<file path="config.mk">
export PLATFORM = sky130hd
export DESIGN_NAME = stored_fault_diag_responder
export DESIGN_NICKNAME = d
export VERILOG_FILES = /design/src/common/diag_pkg.sv /design/src/common/frame_stream_if.sv /design/src/hdl/stored_fault_diag_responder.sv /design/src/hdl/frame_fifo.sv
export SDC_FILE = /design/constraint.sdc
export NUM_CORES = 2
export LEC_CHECK = 0
export BUFFER_PORTS_ARGS = -buffer_cell sky130_fd_sc_hd__buf_2
export CORE_MARGIN = 2
export CORE_UTILIZATION = 45
export CTS_CLUSTER_DIAMETER = 50
export DETAILED_ROUTE_END_ITERATION = 6
export MAX_ROUTING_LAYER = met4
export PLACE_DENSITY = 0.6
export SYNTH_ARGS = -nofsm -noshare
export SYNTH_HDL_FRONTEND = slang
export SYNTH_SLANG_ARGS = --single-unit
</file>
<file path="constraint.sdc">
create_clock -name clk_sys_i -period 99.8 [get_ports clk_sys_i]
set_input_delay 9.98 -clock clk_sys_i [delete_from_list [all_inputs] [get_ports clk_sys_i]]
set_output_delay 9.98 -clock clk_sys_i [all_outputs]
set_load 0.005 [all_outputs]
</file>
<file path="src/common/diag_pkg.sv">
// Functional notes
// - Every fault that occurs is recorded in the internal fault memory; the code drops new codes once MAX_FAULTS entries are held.
// - Stored-fault report is sent only as answer to a matching request.
// - One stored fault: single 8-byte frame, 00 00 code FF FF.
// - Code bytes: SPN low, SPN mid, SPN high+FMI, count capped at 127.
// - Several faults: request-to-send 0x10, byte count, packets, group number.
// - Data frames wait for clear-to-send 0x11 from the requester.
// - Data frames on 0x1CEBFF80: sequence number then seven payload bytes.
// - Payload is two zero bytes, codes back to back, 0xFF padding.
// - Payload filling the last frame exactly gets no padding, no extra frame.
// - Missing acknowledgement: abort frame FF, reason 03, group number.
// - Clear request CC FE 00 clears all stored faults.
// - After clearing, acknowledgement on 0x18E8FF80 with clear group number.
// - Object writes land in volatile storage only.
// - Write to object 5 commits the selected save group to NVM.
// - Accepted write is answered with a frame whose byte 0 is 0x06.
// - Saved node address is applied only after the next reset.
package diag_pkg;
  localparam int ID_W = 29;
  localparam int FRAME_W = ID_W + 4 + 64;
  localparam logic [28:0] REQ_ID = 29'h18EA80FF;
  localparam logic [28:0] DM2_ID = 29'h18FECB80;
  localparam logic [28:0] TPCM_TX_ID = 29'h1CECFF80;
  localparam logic [28:0] TPCM_RX_ID = 29'h1CEC80FF;
  localparam logic [28:0] TPDT_ID = 29'h1CEBFF80;
  localparam logic [28:0] ACKM_ID = 29'h18E8FF80;
  localparam logic [28:0] WR_REQ_ID = 29'h18EF8000;
  localparam logic [28:0] WR_ACK_ID = 29'h18EF0080;
  localparam logic [23:0] DM2_PGN = 24'h00FECB;
  localparam logic [23:0] DM3_PGN = 24'h00FECC;
  localparam logic [7:0] CB_RTS = 8'h10;
  localparam logic [7:0] CB_CTS = 8'h11;
  localparam logic [7:0] CB_EOM = 8'h13;
  localparam logic [7:0] CB_ABORT = 8'hFF;
  localparam logic [7:0] ABORT_TIMEOUT = 8'h03;
  localparam logic [7:0] CMD_WR = 8'h04;
  localparam logic [7:0] CMD_WR_OK = 8'h06;
  localparam logic [7:0] OBJ_SAVE = 8'h05;
  localparam logic [7:0] OBJ_NODE = 8'h1B;
  localparam logic [7:0] PAD = 8'hFF;
  localparam logic [7:0] ZERO = 8'h00;
  localparam logic [7:0] PKT_BYTES = 8'h07;
  localparam logic [7:0] HDR_BYTES = 8'h02;
  localparam logic [6:0] OC_MAX = 7'h7F;
  localparam logic [3:0] DLC_FULL = 4'h8;
  localparam logic [3:0] DLC_REQ = 4'h3;
  localparam logic [7:0] NODE_DEFAULT = 8'h80;
  localparam int unsigned CLK_HZ = 200_000_000;
  localparam int unsigned ACK_TIMEOUT_MS = 1250;
  localparam int unsigned ACK_TIMEOUT_CYC = ACK_TIMEOUT_MS * (CLK_HZ / 1000);

  typedef enum logic [1:0] {
    ST_IDLE,
    ST_WAIT_CTS,
    ST_DT,
    ST_WAIT_ACK
  } state_type;

  typedef struct packed {
    logic [18:0] spn;
    logic [4:0] fmi;
    logic [6:0] oc;
  } entry_type;

  function automatic logic [7:0] code_byte(input entry_type e,
                                           input logic [1:0] lane);
    logic [7:0] r;
    r = ZERO;
    unique case (lane)
      2'h0: r = e.spn[7:0];
      2'h1: r = e.spn[15:8];
      2'h2: r = {e.spn[18:16], e.fmi};
      2'h3: r = {1'b0, e.oc};
    endcase
    return r;
  endfunction

  function automatic logic [FRAME_W-1:0] mk_frame(input logic [28:0] id,
                                                  input logic [3:0] dlc,
                                                  input logic [63:0] data);
    return {id, dlc, data};
  endfunction
endpackage

</file>
<file path="src/common/frame_stream_if.sv">
`timescale 1ns/1ps
interface frame_stream_if #(parameter int W = 8);
  logic valid;
  logic ready;
  logic [W-1:0] data;
  modport src(output valid, output data, input ready);
  modport snk(input valid, input data, output ready);
endinterface

</file>
<file path="src/hdl/stored_fault_diag_responder.sv">
`timescale 1ns/1ps
module stored_fault_diag_responder #(
  parameter int MAX_FAULTS = 8,
  parameter int FIFO_DEPTH = 8,
  parameter int unsigned ACK_TIMEOUT_CYC = diag_pkg::ACK_TIMEOUT_CYC
) (
  input wire logic clk_sys_i,            // System clock, 200 MHz
  input wire logic reset_i,              // Async reset, active high
  input wire logic fault_valid_i,        // Fault event pulse
  input wire logic [18:0] fault_spn_i,   // Suspect parameter number
  input wire logic [4:0] fault_fmi_i,    // Failure mode
  input wire logic rx_valid_i,           // Received frame pulse
  input wire logic [28:0] rx_id_i,       // Received identifier
  input wire logic [3:0] rx_dlc_i,       // Received length
  input wire logic [63:0] rx_data_i,     // Received data, byte 0 low
  input wire logic tx_ready_i,           // Controller takes frame
  input wire logic [7:0] nvm_node_addr_i,// Node address held in NVM
  output logic tx_valid_o,               // Frame to send
  output logic [28:0] tx_id_o,           // Frame identifier
  output logic [3:0] tx_dlc_o,           // Frame length
  output logic [63:0] tx_data_o,         // Frame data, byte 0 low
  output logic nvm_save_o,               // Commit group to NVM, pulse
  output logic [7:0] nvm_group_o,        // Save group with the pulse
  output logic cfg_wr_o,                 // Volatile object write, pulse
  output logic [7:0] cfg_obj_o,          // Object index
  output logic [15:0] cfg_value_o,       // Object value
  output logic [7:0] node_addr_o,        // Node address in use
  output logic [7:0] node_addr_pend_o,   // Written, not yet applied
  output logic [7:0] fault_count_o,      // Stored fault entries
  output logic busy_o                    // Transfer session open
);
  localparam int FW = diag_pkg::FRAME_W;
  localparam int CW = $clog2(MAX_FAULTS + 1);

  typedef diag_pkg::entry_type [MAX_FAULTS-1:0] mem_type;

  typedef struct packed {
    diag_pkg::state_type st;
    logic [CW-1:0] cnt;
    mem_type mem;
    logic [7:0] nbytes;
    logic [7:0] npkts;
    logic [7:0] seq;
    logic [7:0] burst;
    logic [31:0] tmr;
    logic out_v;
    logic [FW-1:0] out_f;
    logic tx_v;
    logic [FW-1:0] tx_f;
    logic save_p;
    logic [7:0] grp;
    logic wr_p;
    logic [7:0] obj;
    logic [15:0] val;
    logic [7:0] node_pend;
    logic [7:0] node_act;
    logic started;
    logic busy;
  } regs_type;

  regs_type q;
  regs_type d;

  frame_stream_if #(.W(FW)) push_if();
  frame_stream_if #(.W(FW)) pop_if();

  frame_fifo #(
    .W(FW),
    .D(FIFO_DEPTH)
  ) u_tx_fifo (
    .clk_sys_i(clk_sys_i),
    .reset_i(reset_i),
    .in_if(push_if),
    .out_if(pop_if)
  );

  assign push_if.valid = q.out_v;
  assign push_if.data = q.out_f;
  // Output register refills whenever it is empty or being taken
  assign pop_if.ready = !q.tx_v || tx_ready_i;

  function automatic logic [7:0] rx_byte(input logic [63:0] dat,
                                         input int i);
    return dat[8*i +: 8];
  endfunction

  // Payload byte idx of the report: header, codes, then padding
  function automatic logic [7:0] pay_byte(input mem_type m,
                                          input logic [7:0] idx,
                                          input logic [7:0] nb);
    logic [7:0] k;
    logic [7:0] r;
    k = 8'(idx - diag_pkg::HDR_BYTES);
    r = diag_pkg::PAD;
    if (idx >= nb) begin
      r = diag_pkg::PAD;
    end else if (idx < diag_pkg::HDR_BYTES) begin
      r = diag_pkg::ZERO;
    end else begin
      r = diag_pkg::code_byte(m[k[7:2]], k[1:0]);
    end
    return r;
  endfunction

  function automatic logic [63:0] dt_data(input mem_type m,
                                          input logic [7:0] s,
                                          input logic [7:0] nb);
    logic [63:0] r;
    logic [7:0] base;
    r = '0;
    base = 8'((s - 8'h01) * diag_pkg::PKT_BYTES);
    r[7:0] = s;
    for (int j = 0; j < 7; j++) begin
      r[8*j+8 +: 8] = pay_byte(m, 8'(base + 8'(j)), nb);
    end
    return r;
  endfunction

  logic [23:0] rx_pgn;
  logic [23:0] rx_grp;
  logic req_any;
  logic req_dm2;
  logic req_dm3;
  logic tpcm;
  logic cts;
  logic eom;
  logic wrq;

  assign rx_pgn = rx_data_i[23:0];
  assign rx_grp = rx_data_i[63:40];
  assign req_any = rx_valid_i && (rx_id_i == diag_pkg::REQ_ID) &&
                   (rx_dlc_i == diag_pkg::DLC_REQ);
  assign req_dm2 = req_any && (rx_pgn == diag_pkg::DM2_PGN);
  assign req_dm3 = req_any && (rx_pgn == diag_pkg::DM3_PGN);
  assign tpcm = rx_valid_i && (rx_id_i == diag_pkg::TPCM_RX_ID) &&
                (rx_grp == diag_pkg::DM2_PGN);
  assign cts = tpcm && (rx_byte(rx_data_i, 0) == diag_pkg::CB_CTS);
  assign eom = tpcm && (rx_byte(rx_data_i, 0) == diag_pkg::CB_EOM);
  assign wrq = rx_valid_i && (rx_id_i == diag_pkg::WR_REQ_ID) &&
               (rx_byte(rx_data_i, 0) == diag_pkg::CMD_WR);

  always_comb begin
    logic clr;
    logic hit;
    logic [7:0] nb;
    logic [7:0] b1;
    logic [7:0] b3;
    logic [7:0] b4;
    clr = 1'b0;
    hit = 1'b0;
    nb = 8'(diag_pkg::HDR_BYTES + 4 * q.cnt);
    b1 = rx_byte(rx_data_i, 1);
    b3 = rx_byte(rx_data_i, 3);
    b4 = rx_byte(rx_data_i, 4);
    d = q;
    d.save_p = 1'b0;
    d.wr_p = 1'b0;
    d.out_v = q.out_v && !push_if.ready;
    if (pop_if.ready) begin
      d.tx_v = pop_if.valid;
      d.tx_f = pop_if.data;
    end
    // Address stored in NVM is taken once, just after reset release
    if (!q.started) begin
      d.started = 1'b1;
      d.node_act = nvm_node_addr_i;
    end

    unique case (q.st)
      diag_pkg::ST_IDLE: begin
        // Requests are only decoded while the staging slot is free
        if (!q.out_v) begin
          if (req_dm2) begin
            d.out_v = 1'b1;
            if (q.cnt <= CW'(1)) begin
              d.out_f = diag_pkg::mk_frame(diag_pkg::DM2_ID,
                diag_pkg::DLC_FULL,
                {diag_pkg::PAD, diag_pkg::PAD,
                 diag_pkg::code_byte(q.mem[0], 2'h3) & {8{q.cnt[0]}},
                 diag_pkg::code_byte(q.mem[0], 2'h2) & {8{q.cnt[0]}},
                 diag_pkg::code_byte(q.mem[0], 2'h1) & {8{q.cnt[0]}},
                 diag_pkg::code_byte(q.mem[0], 2'h0) & {8{q.cnt[0]}},
                 diag_pkg::ZERO, diag_pkg::ZERO});
            end else begin
              d.nbytes = nb;
              d.npkts = 8'((nb + 8'd6) / diag_pkg::PKT_BYTES);
              d.out_f = diag_pkg::mk_frame(diag_pkg::TPCM_TX_ID,
                diag_pkg::DLC_FULL,
                {diag_pkg::DM2_PGN, diag_pkg::PAD, d.npkts,
                 diag_pkg::ZERO, nb, diag_pkg::CB_RTS});
              d.st = diag_pkg::ST_WAIT_CTS;
            end
          end else if (req_dm3) begin
            clr = 1'b1;
            d.out_v = 1'b1;
            d.out_f = diag_pkg::mk_frame(diag_pkg::ACKM_ID,
              diag_pkg::DLC_FULL,
              {diag_pkg::DM3_PGN, 40'h0000000000});
          end else if (wrq) begin
            d.out_v = 1'b1;
            d.out_f = diag_pkg::mk_frame(diag_pkg::WR_ACK_ID,
              diag_pkg::DLC_FULL,
              {diag_pkg::PAD, rx_data_i[55:8],
               diag_pkg::CMD_WR_OK});
            if (b1 == diag_pkg::OBJ_SAVE) begin
              d.save_p = 1'b1;
              d.grp = b3;
            end else begin
              d.wr_p = 1'b1;
              d.obj = b1;
              d.val = {b4, b3};
              if (b1 == diag_pkg::OBJ_NODE) begin
                d.node_pend = b3;
              end
            end
          end
        end
      end
      diag_pkg::ST_WAIT_CTS: begin
        // A zero packet count means hold; keep waiting
        if (cts && (b1 != diag_pkg::ZERO)) begin
          d.burst = b1;
          d.seq = (rx_byte(rx_data_i, 2) == diag_pkg::ZERO) ?
                  8'h01 : rx_byte(rx_data_i, 2);
          d.st = diag_pkg::ST_DT;
        end
      end
      diag_pkg::ST_DT: begin
        if (!q.out_v) begin
          d.out_v = 1'b1;
          d.out_f = diag_pkg::mk_frame(diag_pkg::TPDT_ID,
            diag_pkg::DLC_FULL,
            dt_data(q.mem, q.seq, q.nbytes));
          d.seq = 8'(q.seq + 8'h01);
          d.burst = 8'(q.burst - 8'h01);
          if (q.seq >= q.npkts) begin
            d.st = diag_pkg::ST_WAIT_ACK;
            d.tmr = '0;
          end else if (q.burst == 8'h01) begin
            d.st = diag_pkg::ST_WAIT_CTS;
          end
        end
      end
      diag_pkg::ST_WAIT_ACK: begin
        if (eom) begin
          d.st = diag_pkg::ST_IDLE;
        end else if (q.tmr >= 32'(ACK_TIMEOUT_CYC - 1)) begin
          if (!q.out_v) begin
            d.out_v = 1'b1;
            d.out_f = diag_pkg::mk_frame(diag_pkg::TPCM_TX_ID,
              diag_pkg::DLC_FULL,
              {diag_pkg::DM2_PGN, diag_pkg::PAD, diag_pkg::PAD,
               diag_pkg::PAD, diag_pkg::ABORT_TIMEOUT,
               diag_pkg::CB_ABORT});
            d.st = diag_pkg::ST_IDLE;
          end
        end else begin
          d.tmr = 32'(q.tmr + 32'h1);
        end
      end
    endcase

    // Registered so the session flag leaves the block from a flop
    d.busy = (d.st != diag_pkg::ST_IDLE);

    // Clear first, so a fault in the same cycle is kept
    if (clr) begin
      d.cnt = '0;
    end
    if (fault_valid_i) begin
      for (int i = 0; i < MAX_FAULTS; i++) begin
        if ((i < int'(d.cnt)) && !hit &&
            (d.mem[i].spn == fault_spn_i) &&
            (d.mem[i].fmi == fault_fmi_i)) begin
          hit = 1'b1;
          if (d.mem[i].oc != diag_pkg::OC_MAX) begin
            d.mem[i].oc = 7'(d.mem[i].oc + 7'h01);
          end
        end
      end
      // A full memory drops new codes but keeps counting known ones
      if (!hit && (int'(d.cnt) < MAX_FAULTS)) begin
        d.mem[d.cnt].spn = fault_spn_i;
        d.mem[d.cnt].fmi = fault_fmi_i;
        d.mem[d.cnt].oc = 7'h01;
        d.cnt = CW'(d.cnt + 1'b1);
      end
    end
  end

  always_ff @(posedge clk_sys_i or posedge reset_i) begin
    if (reset_i) begin
      q <= '0;
      q.st <= diag_pkg::ST_IDLE;
      q.node_pend <= diag_pkg::NODE_DEFAULT;
      q.node_act <= diag_pkg::NODE_DEFAULT;
    end else begin
      q <= d;
    end
  end

  assign tx_valid_o = q.tx_v;
  assign tx_id_o = q.tx_f[FW-1 -: diag_pkg::ID_W];
  assign tx_dlc_o = q.tx_f[67:64];
  assign tx_data_o = q.tx_f[63:0];
  assign nvm_save_o = q.save_p;
  assign nvm_group_o = q.grp;
  assign cfg_wr_o = q.wr_p;
  assign cfg_obj_o = q.obj;
  assign cfg_value_o = q.val;
  assign node_addr_o = q.node_act;
  assign node_addr_pend_o = q.node_pend;
  assign fault_count_o = 8'(q.cnt);
  assign busy_o = q.busy;
endmodule

</file>
<file path="src/hdl/frame_fifo.sv">
`timescale 1ns/1ps
module frame_fifo #(
  parameter int W = 8,
  parameter int D = 8
) (
  input wire logic clk_sys_i,  // System clock
  input wire logic reset_i,    // Async reset, active high
  frame_stream_if.snk in_if,   // Fill side
  frame_stream_if.src out_if   // Drain side
);
  localparam int AW = (D > 1) ? $clog2(D) : 1;

  typedef struct packed {
    logic [D-1:0][W-1:0] mem;
    logic [AW-1:0] wp;
    logic [AW-1:0] rp;
    logic [AW:0] n;
  } fifo_type;

  fifo_type q;
  fifo_type d;
  logic push;
  logic pop;

  assign in_if.ready = (q.n < (AW+1)'(D));
  assign out_if.valid = (q.n != '0);
  assign out_if.data = q.mem[q.rp];
  assign push = in_if.valid & in_if.ready;
  assign pop = out_if.valid & out_if.ready;

  always_comb begin
    d = q;
    if (push) begin
      d.mem[q.wp] = in_if.data;
      d.wp = (q.wp == AW'(D - 1)) ? '0 : AW'(q.wp + 1'b1);
    end
    if (pop) begin
      d.rp = (q.rp == AW'(D - 1)) ? '0 : AW'(q.rp + 1'b1);
    end
    if (push && !pop) begin
      d.n = (AW+1)'(q.n + 1'b1);
    end else if (pop && !push) begin
      d.n = (AW+1)'(q.n - 1'b1);
    end
  end

  always_ff @(posedge clk_sys_i or posedge reset_i) begin
    if (reset_i) begin
      q <= '0;
    end else begin
      q <= d;
    end
  end
endmodule

</file>
=== After elaboration in Yosys (flattened, before gate mapping) ===
Index checks and enable logic that the tools add are counted.

* Bitwise operators: 11
* Equality and inequality tests: 72
* $add $sub $neg: 32
* Multiply operators: 1
* Divide/modulo/power cells: 1
* Multiplexer cells: 151
* Reduce and logical (&&, ||, !) cells: 77
* Magnitude comparators: 39

{| class="wikitable"
|+ Operators by type and width
! operator !! count
|-
| bitwise mux 776 bit || 1
|-
| bitwise mux 248 bit || 3
|-
| binary-select mux 31 bit (select 3 bit) || 7
|-
| two-way mux 98 bit || 6
|-
| two-way mux 252 bit || 2
|-
| one-hot mux 98 bit (3 select lines) || 1
|-
| binary-select mux 97 bit (select 3 bit) || 1
|-
| demux 97 bit (select 3 bit) || 1
|-
| demux 31 bit (select 3 bit) || 3
|-
| two-way mux 8 bit || 32
|-
| two-way mux 31 bit || 8
|-
| one-hot mux 8 bit (4 select lines) || 7
|-
| two-way mux 42 bit || 5
|-
| two-way mux 97 bit || 2
|-
| two-way mux 7 bit || 25
|-
| equality test 19 bit || 8
|-
| two-way mux 146 bit || 1
|-
| two-way mux 130 bit || 1
|-
| two-way mux 95 bit || 1
|-
| equality test 29 bit, second input constant || 3
|-
| equality test 24 x 16 -> 1 bit, second input constant || 3
|-
| >= comparator 8 bit || 8
|-
| two-way mux 32 bit || 2
|-
| one-hot mux 32 bit (2 select lines) || 1
|-
| 64 further kinds || 252
|}

* Output and inout bits: 157
* Register bits: 1352
* Word-level logic and storage cells: 439
* Bits of input ports: 134

=== Longest topological paths before layout ===
* Depth in word-level cells: 61
* Gate-level depth with buffers: 23
* Gate-level depth less buffers: 20

=== Modules after synthesis ===
From an unflattened synthesis, not the netlist that was laid out.

* Cells, all modules: 6191
* Area, all modules: 79506.3 µm²

{| class="wikitable"
|+ By module, submodules not included
! module !! times used !! seq. area each (µm²) !! cells each !! area each (µm²)
|-
| stored_fault_diag_responder || 1 || 13390.3 || 4143 || 44547.7
|-
| frame_fifo || 1 || 19668.9 || 2048 || 34958.5
|}

=== Least setup slack after synthesis ===
Ideal clock, no wire load.

* Path kind: input to register
* Start: in rx_data_i[16]
* End: reg q[443] in the netlist's numbering
* Data arrival time: 13927 ps
* Path buffers: 2
* Required time: 99675 ps
* Cell stages on the path: 18
* Slack: 85748 ps
* Library setup time: 125 ps
* Path through: or4_1 -> nor4_1 -> nand4_1 -> nor4_4 -> nor2_1 -> inv_1 -> ha_1 -> nor2b_1 -> o21ai_0 -> nor4_1 -> and3_1 -> or4_1 -> o21ai_1 -> nand2_2 -> nor2_1 -> buf_2 -> buf_4 -> mux2_2

* Cells in the longest elaborated chain, start to end: 57
* Elaborated cells between the ends (all ways): 77
* Classes of those cells: order compare (11); eq/ne (2); mux (28); reduce/logical (36)

{| class="wikitable"
|+ RTL lines
! what !! RTL line !! text
|-
| from (decl) || stored_fault_diag_responder.sv:15 || <nowiki>input wire logic [63:0] rx_data_i,</nowiki>
|-
| equality test 24 x 16 -> 1 bit || stored_fault_diag_responder.sv:134 || <nowiki>assign req_dm3 = req_any && (rx_pgn == diag_pkg::DM3_PGN);</nowiki>
|-
| logical AND 1 bit || stored_fault_diag_responder.sv:134 ||
|-
| two-way mux 1 bit || stored_fault_diag_responder.sv:193 || <nowiki>end else if (req_dm3) begin</nowiki>
|-
| two-way mux 1 bit (*) || stored_fault_diag_responder.sv:173 || <nowiki>if (req_dm2) begin</nowiki>
|-
| two-way mux 1 bit (*) || stored_fault_diag_responder.sv:172 || <nowiki>if (!q.out_v) begin</nowiki>
|-
| two-way mux 1 bit (*) || stored_fault_diag_responder.sv:169 || <nowiki>unique case (q.st)</nowiki>
|-
| two-way mux 4 bit (*) || stored_fault_diag_responder.sv:267 || <nowiki>if (clr) begin</nowiki>
|-
| < comparator 1 x 4 -> 1 bit || stored_fault_diag_responder.sv:272 || <nowiki>if ((i < int'(d.cnt)) && !hit &&</nowiki>
|-
| [... 40 more ...] || - ||
|-
| zero test 1 bit || stored_fault_diag_responder.sv:272 ||
|-
| logical AND 1 bit (2 in series) || stored_fault_diag_responder.sv:272 ||
|-
| logical AND 1 bit || stored_fault_diag_responder.sv:273 || <nowiki>(d.mem[i].spn == fault_spn_i) &&</nowiki>
|-
| two-way mux 1 bit || stored_fault_diag_responder.sv:272 ||
|-
| two-way mux 1 bit || stored_fault_diag_responder.sv:270 || <nowiki>if (fault_valid_i) begin</nowiki>
|-
| zero test 1 bit || stored_fault_diag_responder.sv:282 || <nowiki>if (!hit && (int'(d.cnt) < MAX_FAULTS)) begin</nowiki>
|-
| logical AND 1 bit || stored_fault_diag_responder.sv:282 ||
|-
| AND reduction 2 bit (no source line) || - ||
|-
| to (decl) || stored_fault_diag_responder.sv:61 || <nowiki>regs_type q;</nowiki>
|}

Mark *: on every way between the ends. The rest lies on a longest branch, timed or not. The select of a mux whose other input is x is not followed.
A chain may end at the register's enable or synchronous reset.

=== Final worst setup path ===
* Start: in rx_id_i[9]
* End: reg q[353] in the netlist's numbering

* Cells in the longest elaborated chain, start to end: 59
* Elaborated cells between the ends (all ways): 78
* Classes of those cells: order compare (11); eq/ne (1); mux (28); reduce/logical (38)

{| class="wikitable"
|+ RTL lines
! what !! RTL line !! text
|-
| from (decl) || stored_fault_diag_responder.sv:13 || <nowiki>input wire logic [28:0] rx_id_i,</nowiki>
|-
| equality test 29 bit (*) || stored_fault_diag_responder.sv:131 || <nowiki>assign req_any = rx_valid_i && (rx_id_i == diag_pkg::REQ_ID) &&</nowiki>
|-
| logical AND 1 bit (*) (2 in series) || stored_fault_diag_responder.sv:131 ||
|-
| logical AND 1 bit || stored_fault_diag_responder.sv:134 ||
|-
| two-way mux 1 bit || stored_fault_diag_responder.sv:193 ||
|-
| two-way mux 1 bit (*) || stored_fault_diag_responder.sv:173 ||
|-
| two-way mux 1 bit (*) || stored_fault_diag_responder.sv:172 ||
|-
| two-way mux 1 bit (*) || stored_fault_diag_responder.sv:169 ||
|-
| two-way mux 4 bit (*) || stored_fault_diag_responder.sv:267 ||
|-
| [... 41 more ...] || - ||
|-
| zero test 1 bit || stored_fault_diag_responder.sv:272 ||
|-
| logical AND 1 bit (2 in series) || stored_fault_diag_responder.sv:272 ||
|-
| logical AND 1 bit || stored_fault_diag_responder.sv:273 ||
|-
| two-way mux 1 bit || stored_fault_diag_responder.sv:272 ||
|-
| two-way mux 1 bit || stored_fault_diag_responder.sv:270 ||
|-
| zero test 1 bit || stored_fault_diag_responder.sv:282 ||
|-
| logical AND 1 bit || stored_fault_diag_responder.sv:282 ||
|-
| AND reduction 2 bit (no source line) || - ||
|}

Marked as above.

==> metrics.txt <==
# TYPE chip_impl_metric gauge
chip_impl_metric{name="cts.repair_timing.setup_buffer_count",unit=""} 0
chip_impl_metric{name="min_period_over_period",unit=""} 0.161
chip_impl_metric{name="max_slew.worst_pin.slew",unit="ps"} 1780
chip_impl_metric{name="routed-via-count",unit=""} 61600
chip_impl_metric{name="cp.required",unit="ps"} 100480
chip_impl_metric{name="routedWlPerCell",unit="um"} 36.6
chip_impl_metric{name="placed_area",unit="um2"} 74700
chip_impl_info{name="worstReg2RegStart",value="q[289]"} 1
chip_impl_info{name="yosys-top-cells-area",value="dfrtp_1, mux4_2, mux2_2"} 1
chip_impl_metric{name="fin_crit",unit="ps"} 16020
chip_impl_metric{name="post_synth_inst_count",unit=""} 6599
chip_impl_metric{name="setup_tns_final",unit="ps"} 0
chip_impl_metric{name="cpPeakStageDelay",unit="ps"} 1050
chip_impl_info{name="crit_family",value="simple AND/OR/NAND/NOR gates"} 1
chip_impl_metric{name="post_synth_num_cell_types",unit=""} 114
chip_impl_metric{name="grt_start_max_net_pins",unit=""} 177
chip_impl_info{name="failed_checks",value="DRC, capacitance limit, slew limit"} 1
chip_impl_metric{name="cts_max_level",unit=""} 4
chip_impl_metric{name="synth_seq_area_share",unit=""} 0.378
chip_impl_metric{name="viasPerCell",unit=""} 7.07
chip_impl_metric{name="clock_sinks",unit=""} 1096
chip_impl_metric{name="synthesis.area",unit="um2"} 72500
chip_impl_metric{name="syn_avg_cell_area",unit="um2"} 11.0
chip_impl_metric{name="detail_route.first_pass.iterations",unit=""} 7
chip_impl_metric{name="pre_cts_slack",unit="ps"} 83090
chip_impl_info{name="hold_start",value="cfg_value_o[5]"} 1
chip_impl_info{name="cp_slowest_cell",value="and3_2"} 1
chip_impl_metric{name="final-max-slew-violation-count",unit=""} 19
chip_impl_metric{name="final-hold-violation-count",unit=""} 0
chip_impl_metric{name="maxCapViolCount",unit=""} 5
chip_impl_info{name="cts_tree",value="done"} 1
chip_impl_metric{name="syn_to_final_growth",unit="%"} 10.4
chip_impl_metric{name="grt_pass1_vias",unit=""} 58600
chip_impl_info{name="rsz0062_at_grt",value="no"} 1
chip_impl_metric{name="numPortBuffers",unit=""} 274
chip_impl_info{name="most_common_library_cells_after_synthesis",value="dfrtp_1, mux2_2, nand2_1"} 1
chip_impl_metric{name="detailed_place_hpwl",unit="um"} 215000
chip_impl_metric{name="fillers",unit=""} 14300
chip_impl_metric{name="design_area",unit="um2"} 80000
chip_impl_metric{name="max_freq",unit="MHz"} 62.4
chip_impl_metric{name="gp_congestion",unit=""} 1.12
chip_impl_metric{name="ys_seq_elements",unit=""} 1096
chip_impl_metric{name="antenna_left",unit=""} 0
chip_impl_info{name="critPathCaptureType",value="register"} 1
chip_impl_metric{name="synthArstFlopShare",unit=""} 1.00
chip_impl_metric{name="die_width",unit="um"} 405
chip_impl_metric{name="io-pin-count",unit=""} 291
chip_impl_metric{name="initial_core_util",unit=""} 0.452
chip_impl_metric{name="nNetsFinal",unit=""} 6616
chip_impl_metric{name="finalClockSkew",unit="ps"} 91.6
chip_impl_info{name="outcome",value="complete, but fails checks"} 1
chip_impl_metric{name="final-setup-viol-count",unit=""} 0
chip_impl_metric{name="final.setup.worst_slack",unit="ps"} 83780
chip_impl_metric{name="ctsResizeCount",unit=""} 0
chip_impl_metric{name="cp_data_arrival_time",unit="ps"} 16700
chip_impl_metric{name="post_route_drc",unit=""} 89
chip_impl_metric{name="drive_above_1_share",unit=""} 0.322
chip_impl_info{name="critical_path_cell_by_cell",value="buf_2 > or4_1 > nor4_1 > nand2_1 > nor4_4 > nor2_1 > inv_1 > ha_1 > nor2b_1 > o21ai_0 > nor4_1 > and3_1 > or4_1 > a211oi_2 > and3_2 > mux2_2"} 1
chip_impl_metric{name="relSlewSlack",unit=""} -0.186
chip_impl_info{name="yosysMostFrequentCell",value="dfrtp_1"} 1
chip_impl_metric{name="critical_path_buf_inv_count",unit=""} 2
chip_impl_metric{name="initial_antenna_violation_count",unit=""} 35
chip_impl_info{name="cts-root-buf",value="clkbuf_16"} 1
chip_impl_metric{name="synth_top_area_share",unit=""} 0.378
chip_impl_metric{name="clk_pin_slew",unit="ps"} 50
chip_impl_info{name="post-synth-top-area-cell",value="dfrtp_1"} 1
chip_impl_metric{name="yosysWarnings",unit=""} 0
chip_impl_metric{name="cts_inserted_buffers",unit=""} 147
chip_impl_metric{name="clk_latency",unit="ps"} 840
chip_impl_info{name="critical_path_class",value="input port to register"} 1
chip_impl_info{name="startpoint_type",value="input port"} 1
chip_impl_info{name="launch_point_of_the_worst_path",value="rx_id_i[9]"} 1
chip_impl_metric{name="placeableCoreArea",unit="um2"} 160000
chip_impl_metric{name="holdWs",unit="ps"} 460
chip_impl_metric{name="drt-total-wl",unit="um"} 319000
chip_impl_info{name="yosys_most_used_dff",value="dfrtp_1"} 1
chip_impl_metric{name="gr-total-overflow",unit=""} 0
chip_impl_metric{name="dieHeight",unit="um"} 405
chip_impl_metric{name="die-area",unit="um2"} 164000
chip_impl_metric{name="starting_drc_count_in_detailed_routing",unit=""} 9825
chip_impl_metric{name="worst-path-max-fanout",unit=""} 32
chip_impl_metric{name="synth_enable_flop_cells",unit=""} 0
chip_impl_info{name="min_path_type",value="register to register"} 1
chip_impl_metric{name="global_route.usage.total",unit=""} 0.395
chip_impl_metric{name="post_cts_hold_buffer_count",unit=""} 0
chip_impl_metric{name="num_rows",unit=""} 147
chip_impl_metric{name="global_route_wire_length_before_repair",unit="um"} 448000
chip_impl_metric{name="clk_path_buf_depth",unit=""} 3
## sequential cells by signal, indices dropped and copies added (netlist names)
name and count:
cfg_obj_o 8, tx_id_o 8, fault_count_o 4, node_addr_o 8, q 309, push_if.valid 1
cfg_value_o 16, nvm_group_o 8, tx_valid_o 1, node_addr_pend_o 8, u_tx_fifo.q 586, nvm_save_o 1
busy_o 1, tx_data_o 64, push_if.data 72, cfg_wr_o 1
## layout by cell type (no fill, tap or decap), types with 27 or more instances in the layout
cell,instances
nor4_1,52
o221ai_1,97
or3_1,34
and2_1,33
nand3_1,177
buf_2,274
xnor2_1,163
o22ai_1,77
ha_1,85
buf_4,211
o211ai_1,40
a31oi_1,46
nand2b_1,27
o21ai_0,243
nor2_1,241
a22oi_1,42
inv_1,73
nor3_1,119
clkbuf_16,148
and3_1,46
diode_2,45
a211oi_1,28
mux2i_1,223
nand2_1,575
or4_1,30
mux2_2,806
mux2_1,28
a221oi_1,41
dfrtp_1,1091
nand4_1,92
xor2_1,125
mux4_2,437
a21oi_1,191
## path summary, 6_finish.rpt
| path | depth (start not counted) | to | slack, ps |
|---|---|---|---|
| min in group asynchronous | 2 | tx_id_o[18] | 9330 |
| setup reg to reg | 19 | push_if.data[37] | 89610 |
| hold / removal | 2 | cfg_value_o[5] | 460 |
| hold reg to reg | 2 | cfg_value_o[5] | 460 |
| setup / recovery | 16 | q[353] | 83780 |
| max in group asynchronous | 6 | u_tx_fifo.q[629] | 86310 |
## routing by layer
| layer | vias up | track usage | share of wire |
|---|---|---|---|
| met4 | 0 | 0.281 | 0.093 |
| met2 | 4740 | 0.530 | 0.40 |
| met5 | - | - | 0 |
| met3 | 1715 | 0.175 | 0.14 |
| met1 | 31000 | 0.470 | 0.36 |
| li1 | 24100 | - | - |
## worst register-to-register path: cells and delay by family (launching register included)
kind                       cells  cell delay (ps)
AOI/OAI and AO/OA              3             3030
xor gates and xnor gates       2              490
buffers and inverters          5             1900
muxes                          1              430
and+or+nand+nor                4              890
adders and majority gates      4             2610
DFF                            1              620
## layout make-up
class | count | area (um2) | area share
sequential | 1096 | 27400 | 0.343
multi-input combinational | 4562 | 41200 | 0.515
timing repair buffer | 491 | 3050 | 0.0381
antenna | 45 | 113 | 0.00141
inverter | 86 | 330 | 0.00413
clock buffer | 192 | 4100 | 0.0512
tap | 2160 | 2700 | 0.0338
clock inverter | 74 | 1090 | 0.0136
## kinds of logic (layout without fill, tap and decap cells)
| kind of cell | count (synthesis) | after routing | synth area share |
|---|---|---|---|
| simple gates | 1567 | 1567 | 0.106 |
| mux | 1496 | 1496 | 0.297 |
| flops | 1096 | 1096 | 0.378 |
| compound gates | 1068 | 1068 | 0.102 |
| buf+inv | 956 | 843 | 0.0591 |
| xor+xnor | 316 | 316 | 0.0402 |
| fa+ha+maj | 98 | 98 | 0.0175 |
| other cells | 2 | 62 | 0.000104 |
## metrics by stage
stage               utilization  instances
global placement          0.466       8392
detailed placement        0.466       8392
floorplan                     -       6614
finish                    0.500       8706
CTS                       0.499       8658
global route              0.499       8694
Power is not shown: default switching activity piles up to over one toggle a cycle in this logic, so the estimate is an artifact.
